<file path="src/rtl/bbrc_pkg.sv">
// constants and types of the backlight brightness ramp controller
package bbrc_pkg;
  // clock rate and microsecond scale
  localparam int unsigned CLK_HZ = 50_000_000;
  localparam int unsigned CYC_US = CLK_HZ / 1_000_000;
  // apb byte offsets
  localparam logic [7:0] OFS_CFG   = 8'h00;
  localparam logic [7:0] OFS_BOOST = 8'h04;
  localparam logic [7:0] OFS_BRA   = 8'h08;
  localparam logic [7:0] OFS_BRB   = 8'h0c;
  localparam logic [7:0] OFS_FSA   = 8'h10;
  localparam logic [7:0] OFS_FSB   = 8'h14;
  localparam logic [7:0] OFS_ONOFF = 8'h18;
  localparam logic [7:0] OFS_RUN   = 8'h1c;
  localparam logic [7:0] OFS_FAULT = 8'h20;
  localparam logic [7:0] OFS_SWRST = 8'h24;
  localparam logic [7:0] OFS_STAT  = 8'h28;
  // reset values
  localparam logic [5:0] RST_CFG   = 6'h30;
  localparam logic [3:0] RST_BOOST = 4'h4;
  localparam logic [4:0] RST_FS    = 5'h1f;
  // configuration fields
  localparam int CFG_LIN   = 0;
  localparam int CFG_BANKB = 1;
  localparam int CFG_DIMLO = 2;
  localparam int CFG_DIMEN = 3;
  localparam int CFG_FB    = 4;
  // boost control fields
  localparam int BST_FHI   = 0;
  localparam int BST_SHIFT = 1;
  localparam int BST_OVP   = 2;
  // fault register fields
  localparam int FLT_MEN   = 0;
  localparam int FLT_OPEN  = 2;
  localparam int FLT_SHORT = 4;
  // ramp code fields: startup/up low, shutdown/down high
  localparam int RMP_LO    = 0;
  localparam int RMP_HI    = 3;
  // full-scale current in microamps
  localparam logic [14:0] FS_BASE_UA  = 15'h1388;
  localparam logic [9:0]  FS_STEP_UA  = 10'h2ee;
  // exponential slope, octaves per code step in 1/1024
  localparam logic [5:0]  EXP_OCT_Q10 = 6'h29;
  // ramp times in microseconds and their cycle counts
  localparam int unsigned START_MIN_US  = 4000;
  localparam int unsigned SHUT_ZERO_US  = 500;
  localparam int unsigned RAMP_BASE_US  = 261_000;
  localparam int unsigned START_MIN_CYC = START_MIN_US * CYC_US;
  localparam int unsigned SHUT_ZERO_CYC = SHUT_ZERO_US * CYC_US;
  localparam int unsigned RAMP_BASE_CYC = RAMP_BASE_US * CYC_US;
  // boost switching frequencies and half periods in cycles
  localparam int unsigned F_LO_KHZ  = 500;
  localparam int unsigned F_HI_KHZ  = 1000;
  localparam int unsigned F_LOS_KHZ = 560;
  localparam int unsigned F_HIS_KHZ = 1120;
  localparam logic [6:0] HALF_LO  = 7'(CLK_HZ / (2 * F_LO_KHZ * 1000));
  localparam logic [6:0] HALF_HI  = 7'(CLK_HZ / (2 * F_HI_KHZ * 1000));
  localparam logic [6:0] HALF_LOS = 7'(CLK_HZ / (2 * F_LOS_KHZ * 1000));
  localparam logic [6:0] HALF_HIS = 7'(CLK_HZ / (2 * F_HIS_KHZ * 1000));
  // analog comparator results, one bit per sink where paired
  typedef struct packed {
    logic       ovp_hit;
    logic [1:0] below_open;
    logic [1:0] near_ovp;
    logic [1:0] near_vin;
    logic       s2_higher;
  } bbrc_sense_s;
  // ramp engine states
  typedef enum logic [1:0] {RS_IDLE = 2'b00, RS_RAMP = 2'b01} bbrc_rstate_e;
endpackage

</file>
<file path="src/rtl/bbrc_ramp.sv">
// brightness ramp engine of one control bank
`timescale 1ns/1ps
module bbrc_ramp (
  input  wire logic        pclk,
  input  wire logic        presetn,
  input  wire logic        clr,
  input  wire logic        go,
  input  wire logic [7:0]  tgt,
  input  wire logic [31:0] dur,
  output logic      [7:0]  level_q
);
  import bbrc_pkg::*;

  bbrc_rstate_e st_q;
  logic [7:0]   goal_q;
  logic [7:0]   dist_q;
  logic [31:0]  len_q;
  logic [31:0]  acc_q;
  logic [32:0]  sum;
  logic [7:0]   dist_d;

  // accumulate distance per cycle, one code step per wrap of the length
  assign sum    = {1'b0, acc_q} + {25'h0, dist_q};
  assign dist_d = (tgt > level_q) ? tgt - level_q : level_q - tgt;

  always_ff @(posedge pclk or negedge presetn) begin
    if (!presetn) begin
      st_q    <= RS_IDLE;
      goal_q  <= 8'h00;
      dist_q  <= 8'h00;
      len_q   <= 32'h0;
      acc_q   <= 32'h0;
      level_q <= 8'h00;
    end else if (clr) begin
      st_q    <= RS_IDLE;
      acc_q   <= 32'h0;
      level_q <= 8'h00;
    end else if (go) begin
      goal_q <= tgt;
      dist_q <= dist_d;
      len_q  <= dur;
      acc_q  <= 32'h0;
      if (dur == 32'h0) begin
        level_q <= tgt;
        st_q    <= RS_IDLE;
      end else begin
        st_q <= RS_RAMP;
      end
    end else if (st_q == RS_RAMP) begin
      if (level_q == goal_q) begin
        st_q <= RS_IDLE;
      end else if (sum >= {1'b0, len_q}) begin
        acc_q   <= 32'(sum - {1'b0, len_q});
        level_q <= (goal_q > level_q) ? level_q + 8'h01 : level_q - 8'h01;
      end else begin
        acc_q <= sum[31:0];
      end
    end
  end
endmodule

</file>
<file path="src/rtl/bbrc_map.sv">
// brightness code to current set-point mapping of one bank
`timescale 1ns/1ps
module bbrc_map (
  input  wire logic [7:0]  code,
  input  wire logic [4:0]  fs,
  input  wire logic        lin,
  output logic      [14:0] ua
);
  import bbrc_pkg::*;

  // 2 to the minus i/16 in 1/4096
  localparam logic [15:0][11:0] POW2 = {
    12'h85a, 12'h8b9, 12'h91c, 12'h983, 12'h9ef, 12'ha60, 12'had6,
    12'hb50, 12'hbd1, 12'hc56, 12'hce2, 12'hd74, 12'he0d, 12'heac,
    12'hf52, 12'hfff};
  logic [14:0] fs_ua;
  logic [13:0] oct;
  logic [26:0] prod;
  logic [22:0] lin_p;
  logic [14:0] exp_ua;
  logic [14:0] lin_ua;

  assign fs_ua = FS_BASE_UA + {10'h0, fs} * {5'h0, FS_STEP_UA};
  // exponential law, octaves below full scale
  assign oct    = {6'h0, 8'hff - code} * {8'h0, EXP_OCT_Q10};
  assign prod   = {12'h0, fs_ua} * {15'h0, POW2[oct[9:6]]};
  assign exp_ua = 15'((prod >> 12) >> oct[13:10]);
  assign lin_p  = {8'h0, fs_ua} * {15'h0, code};
  assign lin_ua = 15'(lin_p / 23'h0000ff);
  // code 255 gives exact full scale, code 0 gives off
  // the table tops out just under one, so the top code bypasses it
  assign ua = (code == 8'h00) ? 15'h0 :
              (code == 8'hff) ? fs_ua : (lin ? lin_ua : exp_ua);
endmodule

</file>
<file path="src/rtl/bbrc_top.sv">
// backlight brightness ramp controller with apb registers
//
// Behaviour
// - boost runs at 500 kHz or 1 MHz
// - offset bit moves to 560/1120 kHz
// - two strings: higher-voltage string steers headroom
// - each sink feedback can be disabled
// - full scale is 5 mA plus 0.75 mA steps
// - code 255 gives exactly full scale
// - each bank has its own brightness code
// - exponential mapping scaled by dimming duty
// - linear mapping scaled by dimming duty
// - shared 3-bit startup and shutdown codes
// - startup from zero, shutdown to zero
// - enable pin low cuts current at once
// - zero shutdown code takes half a millisecond
// - shared 3-bit run ramp up/down codes
// - run ramps between nonzero brightness values
// - test faults never reach interrupt pin
// - open string: low sink at ovp
// - short: sink within 1V of rail
// - fault register bit 0 enables test ovp
// - test ovp stops boost and flags
// - only reset restarts boost after test ovp
// - enable pin low restores all defaults
// - second sink on bank A or B
// - selectable dimming input polarity
`timescale 1ns/1ps
module bbrc_top #(
  parameter int unsigned START_MIN_CYC_P = bbrc_pkg::START_MIN_CYC,
  parameter int unsigned SHUT_ZERO_CYC_P = bbrc_pkg::SHUT_ZERO_CYC,
  parameter int unsigned RAMP_BASE_CYC_P = bbrc_pkg::RAMP_BASE_CYC
) (
  input  wire logic                  pclk,
  input  wire logic                  presetn,
  input  wire logic                  psel,
  input  wire logic                  penable,
  input  wire logic                  pwrite,
  input  wire logic [7:0]            paddr,
  input  wire logic [31:0]           pwdata,
  output logic      [31:0]           prdata,
  output logic                       pready,
  output logic                       pslverr,
  input  wire logic                  hardware_enable_pin,
  input  wire logic                  dim_in,
  input  wire bbrc_pkg::bbrc_sense_s sense,
  output logic      [1:0][14:0]      string_current,
  output logic      [1:0]            sink_on,
  output logic      [1:0]            headroom_minimum_selector,
  output logic      [1:0]            overvoltage_threshold,
  output logic                       boost_run,
  output logic                       boost_switch
);
  import bbrc_pkg::*;

  // refuse counts that the ramp cannot hold; one step a cycle needs 255
  if (RAMP_BASE_CYC_P < 255 || RAMP_BASE_CYC_P >= 2**25 ||
      START_MIN_CYC_P < 255 || SHUT_ZERO_CYC_P < 255) begin : g_chk
    $error("ramp cycle counts out of range");
  end

  logic [5:0]       cfg_q;
  logic [3:0]       bst_q;
  logic [1:0][7:0]  bri_q;
  logic [1:0][4:0]  fs_q;
  logic [5:0]       onoff_q;
  logic [5:0]       run_q;
  logic             men_q;
  logic             ovpf_q;
  logic [1:0]       open_q;
  logic [1:0]       short_q;
  logic             soft_q;
  logic [31:0]      prdata_q;
  logic             pready_q;
  logic             pslverr_q;
  logic [1:0][14:0] cur_q;
  logic [1:0][14:0] cur_d;
  logic [1:0]       on_q;
  logic [1:0]       hsel_q;
  logic             boost_q;
  logic             sw_q;
  logic [6:0]       div_q;
  logic [6:0]       half;
  logic             clr;
  logic             setup;
  logic             wr;
  logic             dim_act;
  logic [1:0]       fb;
  logic [1:0]       go;
  logic [1:0][31:0] dur;
  logic [1:0][7:0]  lvl;
  logic [1:0][14:0] bank_ua;

  // write strobe for one register offset
  function automatic logic hit(input logic [7:0] ofs);
    hit = wr && (paddr == ofs);
  endfunction

  // ramp length in cycles for a 3-bit code and its zero-code length
  function automatic logic [31:0] ramp_len(input logic [2:0]  c,
                                           input logic [31:0] z);
    if (c == 3'h0) begin
      ramp_len = z;
    end else begin
      ramp_len = RAMP_BASE_CYC_P[31:0] << (c - 3'h1);
    end
  endfunction

  // apb phases and the clear from pin or software
  assign setup = psel && !penable;
  assign wr    = psel && penable && pready_q && pwrite;
  // pin low holds every register at default
  assign clr   = !hardware_enable_pin || soft_q;
  assign fb    = cfg_q[CFG_FB +: 2];

  // outputs straight from their flops
  assign prdata                    = prdata_q;
  assign pready                    = pready_q;
  assign pslverr                   = pslverr_q;
  assign string_current            = cur_q;
  assign sink_on                   = on_q;
  assign headroom_minimum_selector = hsel_q;
  assign overvoltage_threshold     = bst_q[BST_OVP +: 2];
  assign boost_run                 = boost_q;
  assign boost_switch              = sw_q;

  // apb ready in access phase, read data latched at setup
  always_ff @(posedge pclk or negedge presetn) begin
    if (!presetn) begin
      pready_q  <= 1'b0;
      prdata_q  <= 32'h0;
      pslverr_q <= 1'b0;
    end else begin
      pready_q  <= setup;
      pslverr_q <= 1'b0;
      if (setup) begin
        if (paddr == OFS_CFG) begin
          prdata_q <= {26'h0, cfg_q};
        end else if (paddr == OFS_BOOST) begin
          prdata_q <= {28'h0, bst_q};
        end else if (paddr == OFS_BRA) begin
          prdata_q <= {24'h0, bri_q[0]};
        end else if (paddr == OFS_BRB) begin
          prdata_q <= {24'h0, bri_q[1]};
        end else if (paddr == OFS_FSA) begin
          prdata_q <= {27'h0, fs_q[0]};
        end else if (paddr == OFS_FSB) begin
          prdata_q <= {27'h0, fs_q[1]};
        end else if (paddr == OFS_ONOFF) begin
          prdata_q <= {26'h0, onoff_q};
        end else if (paddr == OFS_RUN) begin
          prdata_q <= {26'h0, run_q};
        end else if (paddr == OFS_FAULT) begin
          prdata_q <= {26'h0, short_q, open_q, ovpf_q, men_q};
        end else if (paddr == OFS_SWRST) begin
          prdata_q <= 32'h0;
        end else if (paddr == OFS_STAT) begin
          prdata_q <= {1'b0, cur_q[1], boost_q, cur_q[0]};
        end else begin
          prdata_q  <= 32'h0;
          pslverr_q <= 1'b1;
        end
      end
    end
  end

  // software reset pulse, clears registers on the next cycle
  always_ff @(posedge pclk or negedge presetn) begin
    if (!presetn) begin
      soft_q <= 1'b0;
    end else begin
      soft_q <= hit(OFS_SWRST) && pwdata[0];
    end
  end

  // configuration registers written by software
  always_ff @(posedge pclk or negedge presetn) begin
    if (!presetn) begin
      cfg_q   <= RST_CFG;
      bst_q   <= RST_BOOST;
      fs_q    <= {RST_FS, RST_FS};
      onoff_q <= 6'h00;
      run_q   <= 6'h00;
      men_q   <= 1'b0;
    end else if (clr) begin
      cfg_q   <= RST_CFG;
      bst_q   <= RST_BOOST;
      fs_q    <= {RST_FS, RST_FS};
      onoff_q <= 6'h00;
      run_q   <= 6'h00;
      men_q   <= 1'b0;
    end else begin
      if (hit(OFS_CFG)) begin
        cfg_q <= pwdata[5:0];
      end
      if (hit(OFS_BOOST)) begin
        bst_q <= pwdata[3:0];
      end
      if (hit(OFS_FSA)) begin
        fs_q[0] <= pwdata[4:0];
      end
      if (hit(OFS_FSB)) begin
        fs_q[1] <= pwdata[4:0];
      end
      if (hit(OFS_ONOFF)) begin
        onoff_q <= pwdata[5:0];
      end
      if (hit(OFS_RUN)) begin
        run_q <= pwdata[5:0];
      end
      if (hit(OFS_FAULT)) begin
        men_q <= pwdata[FLT_MEN];
      end
    end
  end

  always_ff @(posedge pclk or negedge presetn) begin
    if (!presetn) begin
      bri_q <= 16'h0000;
    end else if (clr) begin
      bri_q <= 16'h0000;
    end else begin
      for (int b = 0; b < 2; b++) begin
        if (go[b]) begin
          bri_q[b] <= pwdata[7:0];
        end
      end
    end
  end

  // a brightness write picks the ramp length for its bank
  always_comb begin
    logic [7:0] nb;
    nb = pwdata[7:0];
    for (int b = 0; b < 2; b++) begin
      go[b] = hit((b == 0) ? OFS_BRA : OFS_BRB);
      if (nb == 8'h00) begin
        // zero code still takes half a ms
        dur[b] = ramp_len(onoff_q[RMP_HI +: 3], SHUT_ZERO_CYC_P[31:0]);
      end else if (bri_q[b] == 8'h00) begin
        dur[b] = ramp_len(onoff_q[RMP_LO +: 3], START_MIN_CYC_P[31:0]);
      end else if (nb > bri_q[b]) begin
        dur[b] = ramp_len(run_q[RMP_LO +: 3], 32'h0);
      end else begin
        dur[b] = ramp_len(run_q[RMP_HI +: 3], 32'h0);
      end
    end
  end

  // ramp engine and current mapping for each bank
  for (genvar g = 0; g < 2; g++) begin : g_bank
    bbrc_ramp u_ramp (
      .pclk    (pclk),
      .presetn (presetn),
      .clr     (clr),
      .go      (go[g]),
      .tgt     (pwdata[7:0]),
      .dur     (dur[g]),
      .level_q (lvl[g])
    );
    bbrc_map u_map (
      .code (lvl[g]),
      .fs   (fs_q[g]),
      .lin  (cfg_q[CFG_LIN]),
      .ua   (bank_ua[g])
    );
  end

  // sink set-points from their banks
  always_comb begin
    cur_d[0] = bank_ua[0];
    cur_d[1] = cfg_q[CFG_BANKB] ? bank_ua[1] : bank_ua[0];
  end

  assign dim_act = !cfg_q[CFG_DIMEN] || (dim_in ^ cfg_q[CFG_DIMLO]);

  // current set-points and sink gating
  always_ff @(posedge pclk or negedge presetn) begin
    if (!presetn) begin
      cur_q <= 30'h0;
      on_q  <= 2'b00;
    end else if (clr) begin
      cur_q <= 30'h0;
      on_q  <= 2'b00;
    end else begin
      cur_q <= cur_d;
      for (int i = 0; i < 2; i++) begin
        on_q[i] <= (cur_d[i] != 15'h0) && dim_act;
      end
    end
  end

  // headroom loop string selection
  always_ff @(posedge pclk or negedge presetn) begin
    if (!presetn) begin
      hsel_q <= 2'b00;
    end else if (clr) begin
      hsel_q <= 2'b00;
    end else if (&fb) begin
      hsel_q <= sense.s2_higher ? 2'b10 : 2'b01;
    end else begin
      hsel_q <= fb;
    end
  end

  // shift bit picks offset half period
  always_comb begin
    case ({bst_q[BST_FHI], bst_q[BST_SHIFT]})
      2'b00:   half = HALF_LO;
      2'b01:   half = HALF_LOS;
      2'b10:   half = HALF_HI;
      default: half = HALF_HIS;
    endcase
  end

  // boost allowed while enabled, unfaulted and driving current
  always_ff @(posedge pclk or negedge presetn) begin
    if (!presetn) begin
      boost_q <= 1'b0;
    end else begin
      boost_q <= !clr && !ovpf_q && (cur_d != 30'h0);
    end
  end

  always_ff @(posedge pclk or negedge presetn) begin
    if (!presetn) begin
      div_q <= 7'h00;
      sw_q  <= 1'b0;
    end else if (!boost_q) begin
      div_q <= 7'h00;
      sw_q  <= 1'b0;
    end else if (div_q >= half - 7'h01) begin
      div_q <= 7'h00;
      sw_q  <= !sw_q;
    end else begin
      div_q <= div_q + 7'h01;
    end
  end

  // test ovp latch, cleared only by pin or software reset
  always_ff @(posedge pclk or negedge presetn) begin
    if (!presetn) begin
      ovpf_q <= 1'b0;
    end else if (clr) begin
      ovpf_q <= 1'b0;
    end else if (men_q && sense.ovp_hit) begin
      ovpf_q <= 1'b1;
    end
  end

  // open and short test flags, write one to clear, set wins;
  // these flags feed no interrupt output
  always_ff @(posedge pclk or negedge presetn) begin
    if (!presetn) begin
      open_q  <= 2'b00;
      short_q <= 2'b00;
    end else if (clr) begin
      open_q  <= 2'b00;
      short_q <= 2'b00;
    end else begin
      for (int i = 0; i < 2; i++) begin
        open_q[i] <= (fb[i] && sense.below_open[i] && sense.ovp_hit) ||
                     (open_q[i] &&
                      !(hit(OFS_FAULT) && pwdata[FLT_OPEN + i]));
        short_q[i] <= (fb[i] ? sense.near_ovp[i] : sense.near_vin[i]) ||
                      (short_q[i] &&
                       !(hit(OFS_FAULT) && pwdata[FLT_SHORT + i]));
      end
    end
  end
endmodule

</file>
<file path="config.mk">
export PLATFORM = sky130hd
export DESIGN_NAME = bbrc_top
export DESIGN_NICKNAME = d
export VERILOG_FILES = /design/src/rtl/bbrc_pkg.sv /design/src/rtl/bbrc_ramp.sv /design/src/rtl/bbrc_map.sv /design/src/rtl/bbrc_top.sv
export SDC_FILE = /design/constraint.sdc
export NUM_CORES = 2
export LEC_CHECK = 0
export BUFFER_PORTS_ARGS = -buffer_cell sky130_fd_sc_hd__buf_4
export CORE_MARGIN = 2
export CORE_UTILIZATION = 48
export CTS_CLUSTER_DIAMETER = 60
export DETAILED_ROUTE_END_ITERATION = 10
export PLACE_DENSITY_LB_ADDON = 0.3
export RECOVER_POWER = 50
export SLEW_MARGIN = 20
export SYNTH_ARGS = -nofsm -noshare
export SYNTH_HDL_FRONTEND = slang
export SYNTH_SLANG_ARGS = --single-unit
</file>
<file path="constraint.sdc">
create_clock -name pclk -period 16.32 [get_ports pclk]
set_clock_uncertainty 0.1 [all_clocks]
set_input_delay 3.264 -clock pclk [delete_from_list [all_inputs] [get_ports pclk]]
set_output_delay 3.264 -clock pclk [all_outputs]
set_load 0.01 [all_outputs]
</file>
# == Yosys cells after proc, flatten, opt, wreduce, memory -nomap -nowiden ==
# Memories as Yosys holds them, arrays and structs flattened.
# Cells that the tools add are included.
# word_totals
output_inout_bits,72
mem_count,2
regBits,312
inputBits,55
mem_bits_ro,384
elab_cells,310
# memory_table
memory,words,width,read_ports,rd_ports_with_merged_regs,wr,line,text
(name not given),16,12,1,0,0,bbrc_map.sv:26,"assign prod = {12'h0, fs_ua} * {15'h0, POW2[oct[9:6]]};"
(name not given),16,12,1,0,0,bbrc_map.sv:26,
# op_classes
n_div,2
magnitude_cmp,11
eq_ne,23
n_bitwise,2
muxes,110
addsub,22
shifts,6
n_reduce_logical,89
multipliers,8
# op_table
operator,n
$mux W32,21
$mux W31,10
$mux W8,18
$shl A24 B3 Y32 const A,4
$mux W15,7
$add A32 B8 Y33,2
$ge A33 B32 Y1,2
$logic_not A32 Y1,2
$sub A32 B32 Y32,2
$mul A15 B12 Y27,2
$gt A8 B8 Y1,6
$logic_not A8 Y1,6
$div A23 B8 Y23 const B,2
$mul A15 B8 Y23,2
$mux W6,6
$eq A8 B5 Y1 const B,4
$logic_and A1 B1 Y1,32
$sub A8 B8 Y8,4
$add A13 B15 Y15 const A,2
$mux W30,1
$reduce_bool A15 Y1,2
$reduce_bool A30 Y1,1
$shr A15 B4 Y15,2
$mul A5 B9 Y14 const B,2
38 further kinds,131

# == Longest topological paths before layout ==
# depth
ltp_word,13
mapped_depth,71
ltp_nobuf,63

# == Hierarchy ==
# From an unflattened synthesis, not the netlist that was laid out.
# unflattened
hier_cells,6925
area_unflattened_um2,54775.0
# modules_own_cells
mod,cells_each,n_inst,seq_area_each_um2,area_each_um2
bbrc_map (g_bank[0].u_map),2002,1,0.0,15190.8
bbrc_map (g_bank[1].u_map),1980,1,0.0,15033.2
bbrc_ramp,930,2,2227.1,7492.2
bbrc_top,1083,1,3294.4,9566.7

# == Worst setup path before layout ==
# OpenSTA, ideal clock, no wires.
# synth_timing
path_type,flip-flop to flip-flop
from,reg fs_q[8] in the netlist's numbering
to,reg on_q[1] (netlist: sink_on[1])
setup_time_ps,104
stages_incl_launch_ff,62
period_less_slack_ps,16402
arrival_time_ps,16198
n_path_buf,3
t_required_ps,16116
path_slack_ps,-82
cell_sequence,dfstp_2 -> fa_1 -> ha_1 -> fa_1 -> ha_1 -> a21oi_1 -> o21bai_1 -> a21oi_1 -> o21bai_1 -> a21oi_1 -> xnor2_1 -> a21boi_0 -> xor2_1 -> clkbuf_1 -> nand2_1 -> fa_1 -> inv_1 -> fa_1 -> (+26 left out) -> o311ai_2 -> o21a_1 -> a2111oi_4 -> nor4_2 -> a2111o_1 -> nand3_1 -> and4_4 -> mux2_2 -> o211ai_2 -> a2bb2oi_2 -> a21bo_2 -> a211o_1 -> nor4_2 -> a211o_1 -> a211o_1 -> mux2i_1 -> a21oi_1 -> a221oi_1
# synth_between
elab_chain_cells,11
elab_cells_between_ends,13
cone_classes,add/sub: 1; mul: 3; div: 1; shift: 1; mux: 5; reduce/logical: 2
# synth_rtl
item,line,text
"start, declared",bbrc_top.sv:65,logic [1:0][4:0] fs_q;
"start signal, assigned",bbrc_top.sv:181,"fs_q <= {RST_FS, RST_FS};"
"start signal, assigned",bbrc_top.sv:188,"fs_q <= {RST_FS, RST_FS};"
$mul A5 B9 Y14 (*),bbrc_map.sv:23,"assign fs_ua = FS_BASE_UA + {10'h0, fs} * {5'h0, FS_STEP_UA};"
$add A13 B15 Y15 (*),bbrc_map.sv:23,
$mul A15 B8 Y23 or $mul A15 B12 Y27 (tied branches),"bbrc_map.sv:28, bbrc_map.sv:26",
$div A23 B8 Y23 or $shr A15 B4 Y15 (tied branches),"bbrc_map.sv:29, bbrc_map.sv:27",
$mux W15,bbrc_map.sv:33,(code == 8'hff) ? fs_ua : (lin ? lin_ua : exp_ua);
$mux W15 (*),bbrc_map.sv:33,
$mux W15 (*),bbrc_map.sv:32,assign ua = (code == 8'h00) ? 15'h0 :
$mux W15 (*),bbrc_top.sv:272,cur_d[1] = cfg_q[CFG_BANKB] ? bank_ua[1] : bank_ua[0];
$reduce_bool A15 Y1 (*),bbrc_top.sv:288,on_q[i] <= (cur_d[i] != 15'h0) && dim_act;
$logic_and A1 B1 Y1 (*),bbrc_top.sv:288,
$mux W2 (*),bbrc_top.sv:282,end else if (clr) begin
"end signal, assigned by index",bbrc_top.sv:288,
"end, declared",bbrc_top.sv:78,logic [1:0] on_q;
# Mark *: on every way between the ends. The rest lies on a longest branch, timed or not.
# A chain may end at the register's enable or synchronous reset.

# == Worst setup path after layout ==
# layout_timing
from,reg fs_q[8] in the netlist's numbering
to,reg boost_q (netlist: boost_run)
# layout_between
elab_chain_cells,10
elab_cells_between_ends,12
cone_classes,add/sub: 1; mul: 3; div: 1; shift: 1; mux: 4; reduce/logical: 2
# layout_rtl
item,line,text
$mul A5 B9 Y14 (*),bbrc_map.sv:23,
$add A13 B15 Y15 (*),bbrc_map.sv:23,
$mul A15 B8 Y23 or $mul A15 B12 Y27 (tied branches),"bbrc_map.sv:28, bbrc_map.sv:26",
$div A23 B8 Y23 or $shr A15 B4 Y15 (tied branches),"bbrc_map.sv:29, bbrc_map.sv:27",
$mux W15,bbrc_map.sv:33,
$mux W15 (*),bbrc_map.sv:33,
$mux W15 (*),bbrc_map.sv:32,
$mux W15 (*),bbrc_top.sv:272,
$reduce_bool A30 Y1 (*),bbrc_top.sv:321,boost_q <= !clr && !ovpf_q && (cur_d != 30'h0);
$logic_and A1 B1 Y1 (*),bbrc_top.sv:321,
"end signal, assigned",bbrc_top.sv:321,
"end, declared",bbrc_top.sv:80,logic boost_q;
# Marks and branches as above.

==> metrics <==
outcome complete, but fails checks; failing checks capacitance limit, slew limit, setup timing; Synth Cell Area 0.0520 mm²; Mean Syn Cell Area 7.87 µm²; Area Growth Syn to Fin 25.1%; Worst Tran Pin Value 5.95 ns; Port-buffer cells 101; CTS H-tree lvls 2; Yosys cell types 139; gpl congestion around 1.0; Main synth FF type dfrtp_1; layout cell share with drive strength beyond 1 23.0%; Worst setup SP type flop; Critical-path top delay cell or4b_4; Area contributors post-synth fa_1 16%, dfrtp_1 14%, ha_1 12%, nand2_1 6.1%, inv_1 4.8%; first-pass GRT wire length 275000 µm; Async SR Flop Fraction 100%; fmax slightly below 60 MHz; Row Count 120; fin worst setup slack -0.480 ns; drc violations 0; min Tclk post-route 16.80 ns; worst skew pair latency 0.60 ns; Seq/Total Area, Yosys 14.5%; Die Span Y 333 µm; HPWL after DPL roughly 130000 µm; GRT met2 Usage 47.4%; crit path kind reg -> reg; Worst Path Arrival 17.17 ns; die area 0.111 mm²; Overflow after GRT 0; Nets 8382; die width between 300 and 400 µm; Critical Path RT 16.69 ns; DR vias/cell 5.93; Setup Viol. Count Final 7; worst slack at placement -0.846 ns; Mapped Cells 6609; CTS tree yes; synthesized flop and latch total 301; fillers 9351; number of global-route vias before repair 51000; crit path capture type flop; crit path max fanout 6; # IOs around 130; initial antenna violation count 3; CTS sink cnt 301; Routed Antenna Nets 0; Most Crowded Layer GR met2; hold-fix buffers at CTS 0; clk root buf clkbuf_16; max-slew violations ~110; Initial Utilization 48.5%; Max Cap Viol 1; Post-Synthesis Net Count 7589; CTS clk-pin slew, worst paths 0.06 ns; initial DRC count 4592; number of flops mapped to enable cells by yosys 0; Clock Path Buffers 3; pin count of the biggest net entering global routing 108; number of buffers created by CTS 40; cell mode on critical path buf_4; Final Hold Vio Count 0; final worst-path cycle share 103%; core area 0.107 mm²; Synth Warn # 0; GRT met3 Usage 5.99%; commonest cells after routing, fill and taps aside 984 x buf_4, 830 x nand2_1, 657 x inv_1; top cell type's share of synthesized area 15.8%; HP Class reg -> reg; most common cell after layout, fill and taps aside buf_4; WL/cell between 15 and 20 µm; final hold slack ~0.36 ns; RSZ-0062 raised after global routing true; Critical Path Max Stage Delay 0.61 ns; DR vias 52400; area leader, netlist fa_1; met1 Use GR 41.5%; WL final 175000 µm; gr usage total between 30% and 40%; Max-Slew Margin vs Limit -297%; DRT Pass-1 Iters 7
-- synth_stat cells (22+ instances only) --
cell type	n
nand2b_1	53
mux2i_1	80
and3_1	76
xor2_1	104
ha_1	515
o21ai_1	27
a21oi_1	393
a211oi_1	93
nand2_1	843
a21o_1	130
o21a_1	37
xnor2_1	180
nand4_1	71
nor2_1	593
a221oi_1	29
inv_1	671
nor4_1	37
a22oi_1	32
a211o_1	22
nor3_1	152
o21ai_0	358
o21bai_1	35
nand3b_1	22
or3_1	35
nor2b_1	68
fa_1	410
and2_1	111
a31oi_1	63
dfrtp_1	288
o211ai_1	58
o31ai_1	25
o22ai_1	40
clkbuf_1	249
nand3_1	170
-- flip-flops by register name, summed over array words and instances, names as in the netlist, 16 cells and up --
name,flops
g_bank.u_ramp.level_q,16
g_bank.u_ramp.dist_q,16
string_current,30
bri_q,16
g_bank.u_ramp.goal_q,16
g_bank.u_ramp.len_q,56
g_bank.u_ramp.acc_q,64
prdata,31
-- path summary, 6_finish.rpt --
path	startpoint	slack, ns	depth (start not counted)	end
max in group asynchronous	presetn	7.45	3	prdata[14]
worst min-delay path	prdata[21]	0.36	2	prdata[21]
min in group asynchronous	presetn	4.69	1	g_bank[1].u_ramp.acc_q[21]
worst max-delay path	fs_q[8]	-0.48	72	boost_run
worst max register to register	fs_q[8]	-0.48	72	boost_run
worst min register to register	prdata[21]	0.36	2	prdata[21]
-- final cells by class --
class                   count  area, µm²  share of cell area, %
diodes                      2       5.00                0.00770
clock buffers              54       1140                   1.76
clock inverters            18        210                  0.323
inverters                 696       2630                   4.04
multi-input cells        5319      43700                   67.2
flip-flops and latches    301       7550                   11.6
well taps                1403       1760                   2.70
repair buffers           1044       8070                   12.4
-- per-layer routing --
| metal | part of all wire (%) | up-vias |
|---|---|---|
| li1 | - | 24500 |
| met1 | 42 | 25400 |
| met2 | 44 | 2069 |
| met3 | 9.0 | 403 |
| met4 | 4.6 | 0 |
| met5 | 0 | - |
-- what timing repair did --
action                     in CTS  in global routing
pin swaps                     196                179
cloned                          1                  1
buffers inserted               85                 68
setup endpoints to repair      10                 13
gates resized for setup       306                306
-- critical path: cells and delay by family, from the launching register on --
family          cells  cell delay [ns]
flops               1             0.58
xor+xnor            4             0.83
buf+inv            18             2.05
compound gates     23             4.22
simple gates       17             4.68
fa+ha+maj           9             4.01
mux                 1             0.21
-- cells by family (layout without fill, tap and decap cells) --
group | after synthesis | count (layout) | share of synthesized area, %
and+or+nand+nor | 2361 | 2361 | 21.5
buffers and inverters | 989 | 1812 | 7.26
AOI/OAI and AO/OA | 1637 | 1637 | 21.5
muxes | 103 | 103 | 2.08
xor gates and xnor gates | 287 | 287 | 4.88
DFF | 301 | 301 | 14.5
other | 2 | 4 | 0.0144
adders and majority gates | 929 | 929 | 28.3
-- metrics by stage --
step	setup TNS, ns	std cells	cell area (µm²)	utilization (%)
floorplan	0	6609	52000	-
global placement	-3.39	8615	59400	55.4
detailed placement	-5.96	8615	59400	55.4
CTS	0	8772	63000	58.7
global route	-7.99	8835	65000	60.7
finish	-2.28	8837	65000	60.7
Power is not shown: default switching activity piles up to over one toggle a cycle in this logic, so the estimate is an artifact.
